$ cat config.mk
export PLATFORM = sky130hd
export DESIGN_NAME = fcu_clock_source_unit
export DESIGN_NICKNAME = d
export VERILOG_FILES = /design/src/inc/fcu_pkg.sv /design/src/inc/fcu_div_if.sv /design/src/core/fcu_pow2_div.sv /design/src/core/fcu_clock_source_unit.sv
export SDC_FILE = /design/constraint.sdc
export NUM_CORES = 1
export LEC_CHECK = 0
export BUFFER_PORTS_ARGS = -buffer_cell sky130_fd_sc_hd__buf_4
export CAP_MARGIN = 40
export CORE_AREA = 2 2 154 96
export DETAILED_ROUTE_END_ITERATION = 16
export DIE_AREA = 0 0 156 98
export GPL_TIMING_DRIVEN = 0
export PLACE_DENSITY = 0.73
export SETUP_SLACK_MARGIN = 0.1
export SYNTH_ARGS = -nofsm -noshare
export SYNTH_HDL_FRONTEND = slang
export SYNTH_HIERARCHICAL = 1
export SYNTH_SLANG_ARGS = --single-unit
$ cat constraint.sdc
create_clock -name clk_in -period 3.4 [get_ports clk_in]
set_input_delay 0.68 -clock clk_in [delete_from_list [all_inputs] [get_ports clk_in]]
set_output_delay 0.68 -clock clk_in [all_outputs]
set_load 0.01 [all_outputs]
$ cat src/inc/fcu_pkg.sv
// Constants, field layout and mode type for the FLL clock source unit
package fcu_pkg;
  // Register byte offsets
  localparam logic [3:0] FCU_OFS_CTRL1 = 4'h0;
  localparam logic [3:0] FCU_OFS_CTRL2 = 4'h4;
  localparam logic [3:0] FCU_OFS_TRIM = 4'h8;
  localparam logic [3:0] FCU_OFS_STATUS = 4'hC;
  // Control 1 fields
  localparam int C1_SRC_POS = 6;
  localparam int C1_REFERENCE_DIVIDER_SELECT_POS = 3;
  localparam int C1_IREF_POS = 2;
  localparam int C1_IRCLKEN_POS = 1;
  localparam int C1_IRSTOP_POS = 0;
  // Control 2 fields
  localparam int C2_BUS_DIVIDER_SELECT_POS = 6;
  localparam int C2_RANGE_POS = 5;
  localparam int C2_GAIN_POS = 4;
  localparam int C2_LP_POS = 3;
  localparam int C2_OSCREQ_POS = 2;
  localparam int C2_EREN_POS = 1;
  localparam int C2_ERSTOP_POS = 0;
  // Status fields
  localparam int ST_MODE_POS = 0;
  localparam int ST_FLL_POS = 3;
  localparam int ST_IRC_POS = 4;
  localparam int ST_EXT_POS = 5;
  // Reset values: FLL source, internal reference, bus divide by 2
  localparam logic [7:0] CTRL1_RST = 8'h04;
  localparam logic [7:0] CTRL2_RST = 8'h40;
  localparam logic [8:0] TRIM_RST = 9'h080;
  // Source select codes
  localparam logic [1:0] SRC_FLL = 2'h0;
  localparam logic [1:0] SRC_INNER = 2'h1;
  localparam logic [1:0] SRC_OUTER = 2'h2;
  // Timing
  localparam int CLK_KHZ = 125000;
  localparam int REF_MAX_KHZ = 5000;
  localparam int REF_MIN_CYC_I = (CLK_KHZ + REF_MAX_KHZ - 1) / REF_MAX_KHZ;
  localparam logic [4:0] REF_MIN_CYC = 5'(REF_MIN_CYC_I);
  localparam logic [9:0] IRC_BASE_PERIOD = 10'h020;
  localparam int FLL_MULT_LOG2 = 4;
  localparam logic [13:0] FLL_PERIOD_RST = 14'h0004;

  typedef enum logic [2:0] {
    LOOP_ENGAGED_INNER_MODE,
    LOOP_ENGAGED_OUTER_MODE,
    LOOP_BYPASSED_INNER_MODE,
    LOOP_BYPASSED_INNER_LOWPWR_MODE,
    LOOP_BYPASSED_OUTER_MODE,
    LOOP_BYPASSED_OUTER_LOWPWR_MODE,
    STOP_MODE
  } fcu_mode_e;

  function automatic logic [6:0] fcu_pow2_mask(input logic [2:0] sel);
    fcu_pow2_mask = 7'((8'h01 << sel) - 8'h01);
  endfunction
endpackage

$ cat src/inc/fcu_div_if.sv
// Tick and select bundle between the unit and a power-of-two divider
`timescale 1ns/1ns
interface fcu_div_if;
  logic tick;
  logic [2:0] sel;
  logic out;
  modport div (input tick, input sel, output out);
  modport user (output tick, output sel, input out);
endinterface

$ cat src/core/fcu_pow2_div.sv
// Power-of-two tick divider with registered output
`timescale 1ns/1ns
module fcu_pow2_div
  import fcu_pkg::*;
(
  input wire logic clk_in,
  input wire logic reset_n_in,
  fcu_div_if.div port
);
  logic [6:0] count;
  logic hit;

  assign hit = (count & fcu_pow2_mask(port.sel)) == fcu_pow2_mask(port.sel);

  always_ff @(posedge clk_in or negedge reset_n_in) begin
    if (!reset_n_in) begin
      count <= 7'h00;
    end else if (port.tick) begin
      count <= 7'(count + 7'h01);
    end
  end

  // Only 1..128 ratios exist, a select just picks the counter bit span
  always_ff @(posedge clk_in or negedge reset_n_in) begin
    if (!reset_n_in) begin
      port.out <= 1'b0;
    end else begin
      port.out <= port.tick && hit;
    end
  end
endmodule

$ cat src/core/fcu_clock_source_unit.sv
// FLL clock source unit: mode control, reference paths, bus divider
//
// Function
// - System clock from FLL, inner or outer reference
// - Bus divider ratios 1, 2, 4, 8
// - Bus clock is half of system clock
// - FLL reference up to 5 MHz, divided
// - Nine trim bits tune inner reference
// - Reset lands in loop engaged inner mode
// - Engaged inner: FLL output, inner reference
// - Engaged outer: FLL output, outer reference
// - Bypassed inner: FLL on, inner reference output
// - Bypassed inner low power: FLL off
// - Bypassed outer: FLL on, outer reference output
// - Bypassed outer low power: FLL off
// - Stop: FLL off, no clock, references optional
// - Drive outer oscillator control signals
// - Bus divider codes, reset divide by two
// - Reference divider codes 1..128, reset one
// - Reference select: 0 outer, 1 inner
// - Low power bit turns FLL off in bypass
//
// Implementation choices: the Avalon-MM slave port and the register addresses.
`timescale 1ns/1ns
module fcu_clock_source_unit
  import fcu_pkg::*;
(
  input wire logic clk_in,
  input wire logic reset_n_in,
  input wire logic avs_read_in,
  input wire logic avs_write_in,
  input wire logic [3:0] avs_address_in,
  input wire logic [3:0] avs_byteenable_in,
  input wire logic [31:0] avs_writedata_in,
  output logic [31:0] avs_readdata_out,
  output logic avs_waitrequest_out,
  input wire logic stop_in,
  input wire logic ext_ref_tick_in,
  output logic sys_clk_tick_out,
  output logic bus_clk_tick_out,
  output logic inner_ref_clock_out,
  output logic fll_enabled_out,
  output logic oscillator_gain_select_out,
  output logic osc_range_out,
  output logic oscillator_request_select_out,
  output logic outside_ref_enable_out,
  output logic outside_ref_stop_keep_out
);
  logic [7:0] ctrl1;
  logic [7:0] ctrl2;
  logic [8:0] trim;
  logic [1:0] source_select_field;
  logic [2:0] reference_divider_select;
  logic fll_reference_select;
  logic inner_clk_en;
  logic inner_stop_keep;
  logic [1:0] bus_divider_select;
  logic bypass_fll_off_bit;
  logic outside_ref_enable;
  logic outside_ref_stop_keep;
  fcu_mode_e mode;
  fcu_mode_e next_mode;
  logic was_inner;
  logic fll_on;
  logic irc_run;
  logic ext_run;
  logic [9:0] irc_cnt;
  logic [9:0] irc_period;
  logic irc_tick;
  logic [4:0] ext_gap;
  logic ext_ok;
  logic [17:0] meas;
  logic [13:0] fll_period;
  logic [13:0] dco_cnt;
  logic fll_tick;
  logic src_tick;
  logic half;
  logic req;
  logic [31:0] rd_word;

  fcu_div_if reference_divider_select_if();
  fcu_div_if bus_divider_select_if();

  assign source_select_field = ctrl1[C1_SRC_POS +: 2];
  assign reference_divider_select = ctrl1[C1_REFERENCE_DIVIDER_SELECT_POS +: 3];
  assign fll_reference_select = ctrl1[C1_IREF_POS];
  assign inner_clk_en = ctrl1[C1_IRCLKEN_POS];
  assign inner_stop_keep = ctrl1[C1_IRSTOP_POS];
  assign bus_divider_select = ctrl2[C2_BUS_DIVIDER_SELECT_POS +: 2];
  assign bypass_fll_off_bit = ctrl2[C2_LP_POS];
  assign outside_ref_enable = ctrl2[C2_EREN_POS];
  assign outside_ref_stop_keep = ctrl2[C2_ERSTOP_POS];

  // Avalon slave: every access stalls one cycle, then completes
  assign req = avs_read_in || avs_write_in;

  always_ff @(posedge clk_in or negedge reset_n_in) begin
    if (!reset_n_in) begin
      avs_waitrequest_out <= 1'b1;
    end else if (req && avs_waitrequest_out) begin
      avs_waitrequest_out <= 1'b0;
    end else begin
      avs_waitrequest_out <= 1'b1;
    end
  end

  always_comb begin
    rd_word = 32'h0000_0000;
    case (avs_address_in)
      FCU_OFS_CTRL1: rd_word[7:0] = ctrl1;
      FCU_OFS_CTRL2: rd_word[7:0] = ctrl2;
      FCU_OFS_TRIM: rd_word[8:0] = trim;
      FCU_OFS_STATUS: begin
        rd_word[ST_MODE_POS +: 3] = mode;
        rd_word[ST_FLL_POS] = fll_on;
        rd_word[ST_IRC_POS] = irc_run;
        rd_word[ST_EXT_POS] = ext_run;
      end
      default: rd_word = 32'h0000_0000;
    endcase
  end

  always_ff @(posedge clk_in or negedge reset_n_in) begin
    if (!reset_n_in) begin
      avs_readdata_out <= 32'h0000_0000;
    end else if (avs_read_in && avs_waitrequest_out) begin
      avs_readdata_out <= rd_word;
    end
  end

  // Reset values leave the unit in engaged inner mode with no write needed
  always_ff @(posedge clk_in or negedge reset_n_in) begin
    if (!reset_n_in) begin
      ctrl1 <= CTRL1_RST;
      ctrl2 <= CTRL2_RST;
      trim <= TRIM_RST;
    end else if (avs_write_in && !avs_waitrequest_out) begin
      case (avs_address_in)
        FCU_OFS_CTRL1: begin
          if (avs_byteenable_in[0]) begin
            ctrl1 <= avs_writedata_in[7:0];
          end
        end
        FCU_OFS_CTRL2: begin
          if (avs_byteenable_in[0]) begin
            ctrl2 <= avs_writedata_in[7:0];
          end
        end
        FCU_OFS_TRIM: begin
          if (avs_byteenable_in[0]) begin
            trim[7:0] <= avs_writedata_in[7:0];
          end
          if (avs_byteenable_in[1]) begin
            trim[8] <= avs_writedata_in[8];
          end
        end
        default: begin
        end
      endcase
    end
  end

  // Reserved source code 11 behaves as the FLL source
  always_comb begin
    next_mode = LOOP_ENGAGED_INNER_MODE;
    if (stop_in) begin
      next_mode = STOP_MODE;
    end else begin
      case (source_select_field)
        SRC_INNER: begin
          next_mode = bypass_fll_off_bit ? LOOP_BYPASSED_INNER_LOWPWR_MODE
                                         : LOOP_BYPASSED_INNER_MODE;
        end
        SRC_OUTER: begin
          next_mode = bypass_fll_off_bit ? LOOP_BYPASSED_OUTER_LOWPWR_MODE
                                         : LOOP_BYPASSED_OUTER_MODE;
        end
        default: begin
          next_mode = fll_reference_select ? LOOP_ENGAGED_INNER_MODE
                                           : LOOP_ENGAGED_OUTER_MODE;
        end
      endcase
    end
  end

  always_ff @(posedge clk_in or negedge reset_n_in) begin
    if (!reset_n_in) begin
      mode <= LOOP_ENGAGED_INNER_MODE;
    end else begin
      mode <= next_mode;
    end
  end

  // Remember whether the inner reference was in use before stop
  always_ff @(posedge clk_in or negedge reset_n_in) begin
    if (!reset_n_in) begin
      was_inner <= 1'b1;
    end else if (mode != STOP_MODE) begin
      was_inner <= (mode == LOOP_ENGAGED_INNER_MODE) || (mode == LOOP_BYPASSED_INNER_MODE) ||
                   (mode == LOOP_BYPASSED_INNER_LOWPWR_MODE);
    end
  end

  assign fll_on = (mode == LOOP_ENGAGED_INNER_MODE) || (mode == LOOP_ENGAGED_OUTER_MODE) ||
                  (mode == LOOP_BYPASSED_INNER_MODE) ||
                  (mode == LOOP_BYPASSED_OUTER_MODE);

  // Reference oscillators stay alive while consumed or enabled; in stop only with their stop-keep bit set
  always_comb begin
    if (mode == STOP_MODE) begin
      irc_run = inner_stop_keep && (inner_clk_en || was_inner);
      ext_run = outside_ref_enable && outside_ref_stop_keep;
    end else begin
      irc_run = inner_clk_en || (fll_on && fll_reference_select) ||
                (source_select_field == SRC_INNER);
      ext_run = outside_ref_enable || (fll_on && !fll_reference_select) ||
                (source_select_field == SRC_OUTER);
    end
  end

  // Inner reference model: trim lengthens the period
  assign irc_period = 10'(IRC_BASE_PERIOD + {1'b0, trim});

  always_ff @(posedge clk_in or negedge reset_n_in) begin
    if (!reset_n_in) begin
      irc_cnt <= 10'h000;
      irc_tick <= 1'b0;
    end else if (!irc_run) begin
      irc_cnt <= 10'h000;
      irc_tick <= 1'b0;
    end else if (irc_cnt >= 10'(irc_period - 10'h001)) begin
      irc_cnt <= 10'h000;
      irc_tick <= 1'b1;
    end else begin
      irc_cnt <= 10'(irc_cnt + 10'h001);
      irc_tick <= 1'b0;
    end
  end

  // Outer ticks faster than the reference ceiling are dropped
  assign ext_ok = ext_ref_tick_in && ext_run && (ext_gap == REF_MIN_CYC);

  always_ff @(posedge clk_in or negedge reset_n_in) begin
    if (!reset_n_in) begin
      ext_gap <= REF_MIN_CYC;
    end else if (ext_ok) begin
      ext_gap <= 5'h01;
    end else if (ext_gap != REF_MIN_CYC) begin
      ext_gap <= 5'(ext_gap + 5'h01);
    end
  end

  // Reference path into the FLL
  assign reference_divider_select_if.tick = fll_on && (fll_reference_select ? irc_tick : ext_ok);
  assign reference_divider_select_if.sel = reference_divider_select;

  fcu_pow2_div u_ref_div (
    .clk_in(clk_in),
    .reset_n_in(reset_n_in),
    .port(reference_divider_select_if.div)
  );

  // Frequency lock: output period is the reference period over a fixed factor
  always_ff @(posedge clk_in or negedge reset_n_in) begin
    if (!reset_n_in) begin
      meas <= 18'h00000;
      fll_period <= FLL_PERIOD_RST;
    end else if (!fll_on) begin
      meas <= 18'h00000;
      fll_period <= FLL_PERIOD_RST;
    end else if (reference_divider_select_if.out) begin
      meas <= 18'h00001;
      if (meas[17:FLL_MULT_LOG2] != 14'h0000) begin
        fll_period <= meas[17:FLL_MULT_LOG2];
      end
    end else if (meas != 18'h3FFFF) begin
      meas <= 18'(meas + 18'h00001);
    end
  end

  always_ff @(posedge clk_in or negedge reset_n_in) begin
    if (!reset_n_in) begin
      dco_cnt <= 14'h0000;
      fll_tick <= 1'b0;
    end else if (!fll_on) begin
      dco_cnt <= 14'h0000;
      fll_tick <= 1'b0;
    end else if (dco_cnt >= 14'(fll_period - 14'h0001)) begin
      dco_cnt <= 14'h0000;
      fll_tick <= 1'b1;
    end else begin
      dco_cnt <= 14'(dco_cnt + 14'h0001);
      fll_tick <= 1'b0;
    end
  end

  // Source choice per mode; stop passes nothing
  always_comb begin
    case (mode)
      LOOP_ENGAGED_INNER_MODE: src_tick = fll_tick;
      LOOP_ENGAGED_OUTER_MODE: src_tick = fll_tick;
      LOOP_BYPASSED_INNER_MODE: src_tick = irc_tick;
      LOOP_BYPASSED_INNER_LOWPWR_MODE: src_tick = irc_tick;
      LOOP_BYPASSED_OUTER_MODE: src_tick = ext_ok;
      LOOP_BYPASSED_OUTER_LOWPWR_MODE: src_tick = ext_ok;
      default: src_tick = 1'b0;
    endcase
  end

  assign bus_divider_select_if.tick = src_tick;
  assign bus_divider_select_if.sel = {1'b0, bus_divider_select};

  fcu_pow2_div u_bus_div (
    .clk_in(clk_in),
    .reset_n_in(reset_n_in),
    .port(bus_divider_select_if.div)
  );

  always_ff @(posedge clk_in or negedge reset_n_in) begin
    if (!reset_n_in) begin
      half <= 1'b0;
      sys_clk_tick_out <= 1'b0;
      bus_clk_tick_out <= 1'b0;
    end else begin
      sys_clk_tick_out <= bus_divider_select_if.out;
      bus_clk_tick_out <= bus_divider_select_if.out && half;
      if (bus_divider_select_if.out) begin
        half <= !half;
      end
    end
  end

  // Pin-level status and outer oscillator controls
  always_ff @(posedge clk_in or negedge reset_n_in) begin
    if (!reset_n_in) begin
      inner_ref_clock_out <= 1'b0;
      fll_enabled_out <= 1'b0;
      oscillator_gain_select_out <= 1'b0;
      osc_range_out <= 1'b0;
      oscillator_request_select_out <= 1'b0;
      outside_ref_enable_out <= 1'b0;
      outside_ref_stop_keep_out <= 1'b0;
    end else begin
      inner_ref_clock_out <= irc_tick && inner_clk_en;
      fll_enabled_out <= fll_on;
      oscillator_gain_select_out <= ctrl2[C2_GAIN_POS];
      osc_range_out <= ctrl2[C2_RANGE_POS];
      oscillator_request_select_out <= ctrl2[C2_OSCREQ_POS];
      outside_ref_enable_out <= ext_run;
      outside_ref_stop_keep_out <= outside_ref_stop_keep;
    end
  end
endmodule

## Word-level counts from Yosys, hierarchy flattened

Index checks and enable logic that the tools add are counted.

| storage, ports and cells | value |
|---|---|
| output and inout port bits | 42 |
| bits of input ports | 46 |
| register bits after elaboration | 128 |

| operators by class | value |
|---|---|
| magnitude comparators | 2 |
| bitwise gates (word level) | 2 |
| mux-type cells | 29 |
| equality and inequality tests | 20 |
| reductions and logical operators | 40 |
| $add $sub $neg | 11 |
| shifts and indexed selects | 2 |

Operators by type and width:

| operator | count |
|---|---|
| 14-bit 2-to-1 mux | 5 |
| 18-bit 2-to-1 mux | 3 |
| 6-bit case mux with 4 select lines | 1 |
| 10-bit 2-to-1 mux | 2 |
| 18-bit by 1-bit adder with 18-bit output (second input constant) | 1 |
| 18-bit inequality test (second input constant) | 1 |
| 14-bit by 1-bit adder with 14-bit output (second input constant) | 1 |
| 7-bit by 1-bit adder with 7-bit output (second input constant) | 2 |
| 7-bit AND | 2 |
| 7-bit equality test | 2 |
| 14-bit greater-or-equal comparator | 1 |
| 1-bit logical AND | 14 |
| 14-bit nonzero test | 1 |
| 14-bit by 1-bit subtractor with 14-bit output (second input constant) | 1 |
| 7-bit by 1-bit subtractor with 7-bit output (second input constant) | 2 |
| 1-bit 2-to-1 mux | 12 |
| 3-bit AND reduction | 4 |
| 1-bit logical OR | 11 |
| 10-bit by 1-bit adder with 10-bit output (second input constant) | 1 |
| 6-bit by 9-bit adder with 10-bit output (first input constant) | 1 |
| 10-bit greater-or-equal comparator | 1 |
| 5-bit 2-to-1 mux | 2 |
| 10-bit by 1-bit subtractor with 10-bit output (second input constant) | 1 |
| 3-bit equality test (second input constant) | 3 |
| other kinds (24) | 31 |

## Depth between registers and ports, before layout

| depth | value |
|---|---|
| word-level depth | 13 |
| gate-level depth with buffers | 11 |

## Hierarchy

The synthesis kept the hierarchy.

Modules (own cells, without submodules):

| module | times used | area an instance (um2) | sequential area each (um2) | cells each |
|---|---|---|---|---|
| fcu_clock_source_unit | 1 | 6072.1 | 2813.9 | 587 |
| fcu_pow2_div | 2 | 376.6 | 200.2 | 34 |

## Worst setup path before layout

Ideal clock, no wire load.

| timing | value |
|---|---|
| path kind | register to register |
| start | register fll_period[6] |
| end | register dco_cnt[8] |
| setup time | 0.069 ns |
| path buffers | 1 |
| setup slack | 0.585 ns |
| arrival | 2.746 ns |
| cell stages (with the launch flop) | 11 |
| cells stage by stage | dfrtp_1 -> or4_1 -> or3_1 -> nor3_2 -> xnor2_1 -> ha_1 -> a21oi_1 -> o21ai_0 -> a311o_1 -> buf_6 -> nor2_2 |

| on the way | value |
|---|---|
| cells in the longest elaborated chain, start to end | 4 |

RTL lines:

| element | line | text |
|---|---|---|
| start: declaration | fcu_clock_source_unit.sv:73 | `logic [13:0] fll_period;` |
| start signal: assignment | fcu_clock_source_unit.sv:274 | `fll_period <= meas[17:FLL_MULT_LOG2];` |
| 14-bit by 1-bit subtractor with 14-bit output | fcu_clock_source_unit.sv:288 | `end else if (dco_cnt >= 14'(fll_period - 14'h0001)) begin` |
| 14-bit greater-or-equal comparator | fcu_clock_source_unit.sv:288 |  |
| 14-bit 2-to-1 mux | fcu_clock_source_unit.sv:288 |  |
| 14-bit 2-to-1 mux | fcu_clock_source_unit.sv:285 | `end else if (!fll_on) begin` |
| end signal: assignment | fcu_clock_source_unit.sv:292 | `dco_cnt <= 14'(dco_cnt + 14'h0001);` |
| end: declaration | fcu_clock_source_unit.sv:74 | `logic [13:0] dco_cnt;` |

No other way between the ends.
A chain may end at the register's enable or synchronous reset.

## Worst setup path in the final report

| timing | value |
|---|---|
| start | register fll_period[6] |
| end | register dco_cnt[9] |

Same word-level chain as after synthesis.

==> results.json <==
{
  "root_buffer": "clkbuf_16",
  "grt_max_degree": 99,
  "powerDensity_mw_per_mm2": 576,
  "cts_tree": "built",
  "antenna_found_initial": 0,
  "placementRows": 34,
  "finalHoldViolations": 0,
  "timing.final.ws_setup_ns": 0.330,
  "synthFlopType": "dfrtp_1",
  "met1_length_mm": 7.03,
  "totalNegativeSetupSlack_ns": 0,
  "tightest_slew_ns": 0.690,
  "vias_per_cell": 5.38,
  "clkTransAtPathRegs_ns": 0.06,
  "core-area_mm2": 0.0140,
  "combPwrFrac_pct": 19.7,
  "ys_ff_latch": 128,
  "ys_types": 62,
  "dp_hpwl_mm": 10.4,
  "layout_min_cycle_time_ns": 3.07,
  "grt_first_pass_wirelength_mm": 24.6,
  "die-area_mm2": 0.0153,
  "crit_fanout": 10,
  "ctsHoldBuffers": 0,
  "synth_area_mm2": 0.00683,
  "drive_above_1_share_pct": 22.0,
  "grt_util_all_layers_pct": 20.2,
  "crit_path_end": "dco_cnt[9]",
  "diodes": 0,
  "slew_viol_final": 0,
  "skew_ns": 0.00812,
  "rr_endpoint": "dco_cnt[9]",
  "top_layer_used": "met4",
  "gp_congestion": 0.866,
  "r2r_slack_ns": 0.33,
  "r2r_cells": 10,
  "hold_class": "input pin to async pin",
  "synth_edf_count": 0,
  "switching_share_pct": 31.5,
  "dr_wl_met2_mm": 6.51,
  "fp.dieH_um": 98,
  "synth_area_leaders": "dfrtp_1 44%, ha_1 6.4%, mux2_2 4.6%",
  "grt_pass1_vias": 5006,
  "worst-endpoint-required_ns": 3.74,
  "seqPwrFrac_pct": 41.3,
  "slew_headroom_pct": 54.0,
  "start_util_pct": 48.8,
  "finalSetupViolations": 0,
  "ioPinCount": 88,
  "r2r_start": "fll_period[6]",
  "fin_crit_sh_pct": 90.3,
  "cap_violations": 0,
  "synth_top_area_share_pct": 43.6,
  "cp-startpoint": "fll_period[6]",
  "synthArstFlopShare_pct": 100,
  "status": "complete, no violations",
  "worst-setup-path-type": "register to register",
  "postCtsSetupBuffers": 0,
  "syn2layout_area_growth_pct": 18.3,
  "yosysWarnings": 6,
  "clk_latency_ns": 0.41,
  "preCtsSetupSlack_ns": 0.338,
  "dr.pass1.iters": 4,
  "cts_buffers": 17,
  "ant_nets": 0,
  "post_cts_resized": 0,
  "p_int_w": 0.00319,
  "first_iter_violations": 305,
  "yosys.area.top_type": "dfrtp_1",
  "utilization_pct": 57.7,
  "wl_per_cell_um": 15.5,
  "rsz0062_at_grt": "false",
  "synth_seq_area_share_pct": 47.1,
  "dr_wl_met3_um": 757,
  "crit_path_start_kind": "register",
  "switchingPower_w": 0.00146,
  "portBuffers": 39,
  "endpoint_kind": "register",
  "die_x_um": 156,
  "clock-sinks": 128,
  "ir_drop_uv": 304,
  "syn_area_per_cell_um2": 10.4,
  "p_leak_nw": 3.75,
  "worstPathArrival_ns": 3.41,
  "clock_path_buffers": 2,
  "max_freq_mhz": 326,
  "gr-total-overflow": 0,
  "syn_inst": 655,
  "vias": 5031,
  "drcViolationCount": 0,
  "wl_mm": 14.5,
  "cts_max_level": 4,
  "p_clk_share_pct": 39.0,
  "nNetsFinal": 823
}
[power groups by stage]
stage	clock (W)	combinational, W	sequential (W)
after floorplan	0	0.000661	0.00189
after global placement	0	0.000857	0.00193
after detailed placement	0	0.000911	0.00194
after CTS	0.00184	0.000923	0.00192
after global routing	0.00192	0.00104	0.00195
final	0.00181	0.000917	0.00192
[logic make-up after synthesis]
kind of cell               after synthesis  synth area share, %
and+or+nand+nor                        239                 17.1
DFF                                    128                 47.1
AOI/OAI and AO/OA                       90                 9.24
xor gates and xnor gates                69                 8.85
buffers and inverters                   56                 4.53
adders and majority gates               36                 6.58
muxes                                   36                 6.53
other                                    1               0.0549
[worst min-delay path by stage]
stage,cells past startpoint,end
floorplan,0,osc_range_out
global placement,0,oscillator_request_select_out
detailed placement,0,oscillator_request_select_out
CTS,1,dco_cnt[0]
global route,1,dco_cnt[0]
finish,1,dco_cnt[0]
[Yosys cell counts (5+ instances only)]
library cell	instances
and3_1	8
nor2_1	57
nand3_1	16
xnor2_1	35
clkbuf_1	7
mux2_2	28
a21oi_1	14
nor2b_1	5
nor3_1	12
nand2_1	77
xor2_1	34
ha_1	35
nor4_1	7
a22o_1	6
inv_1	20
a211oi_1	9
o21ai_0	28
dfrtp_1	119
dfstp_2	9
o2111ai_1	6
nor2_2	10
nand4_1	17
buf_4	23
and2_1	7
[registers in the layout (all words and copies together), names as in the netlist, 3 cells and up]
signal,cells
u_bus_div/count,7
trim,9
meas,18
irc_cnt,10
dco_cnt,14
ctrl2,8
u_ref_div/count,7
ctrl1,8
fll_period,14
ext_gap,5
avs_readdata_out,9
mode,3
[area by class of cell]
class / instances / area, µm²
repair buffers: 41 / 329
inverters: 20 / 75.1
fillers: 1171 / 5920
plain buffers: 36 / 234
clock buffers: 17 / 425
flip-flops and latches: 128 / 3210
well taps: 180 / 225
clock inverters: 15 / 168
multi-input cells: 498 / 3400
[stage by stage]
step	power [W]	hold WS, ns	cells	instance area, µm²
5_1_grt	0.00490	0.156	935	8070
2_1_floorplan	0.00255	0.364	682	6930
4_1_cts	0.00468	0.141	935	8070
6_report	0.00465	0.139	935	8070
3_5_place_dp	0.00285	0.396	903	7480
3_3_place_gp	0.00278	0.380	901	7440
[critical path: stages, from the launching register on]
cell,delay [ns]
dfrtp_1,0.45
or4_1,0.59
or3_1,0.37
nor3_2,0.18
xnor2_1,0.15
ha_1,0.26
a21oi_1,0.14
o21ai_0,0.14
a311o_1,0.44
buf_6,0.19
nor2_2,0.10
[placed cells by master, fill, tap and decap left out, types with 17 or more instances in the layout]
| cell | n |
|---|---|
| dfrtp_1 | 119 |
| nand2_1 | 77 |
| buf_4 | 61 |
| nor2_1 | 57 |
| xnor2_1 | 35 |
| ha_1 | 35 |
| xor2_1 | 34 |
| o21ai_0 | 28 |
| mux2_2 | 28 |
| conb_1 | 28 |
| inv_1 | 20 |
| nand4_1 | 17 |
| clkbuf_16 | 17 |
[layer usage]
metal	GRT usage (%)	vias up
met4	5.86	0
met3	4.93	20
li1	-	2430
met5	0	-
met2	30.2	134
met1	29.3	2447
Power figures use the tool's default switching activity.
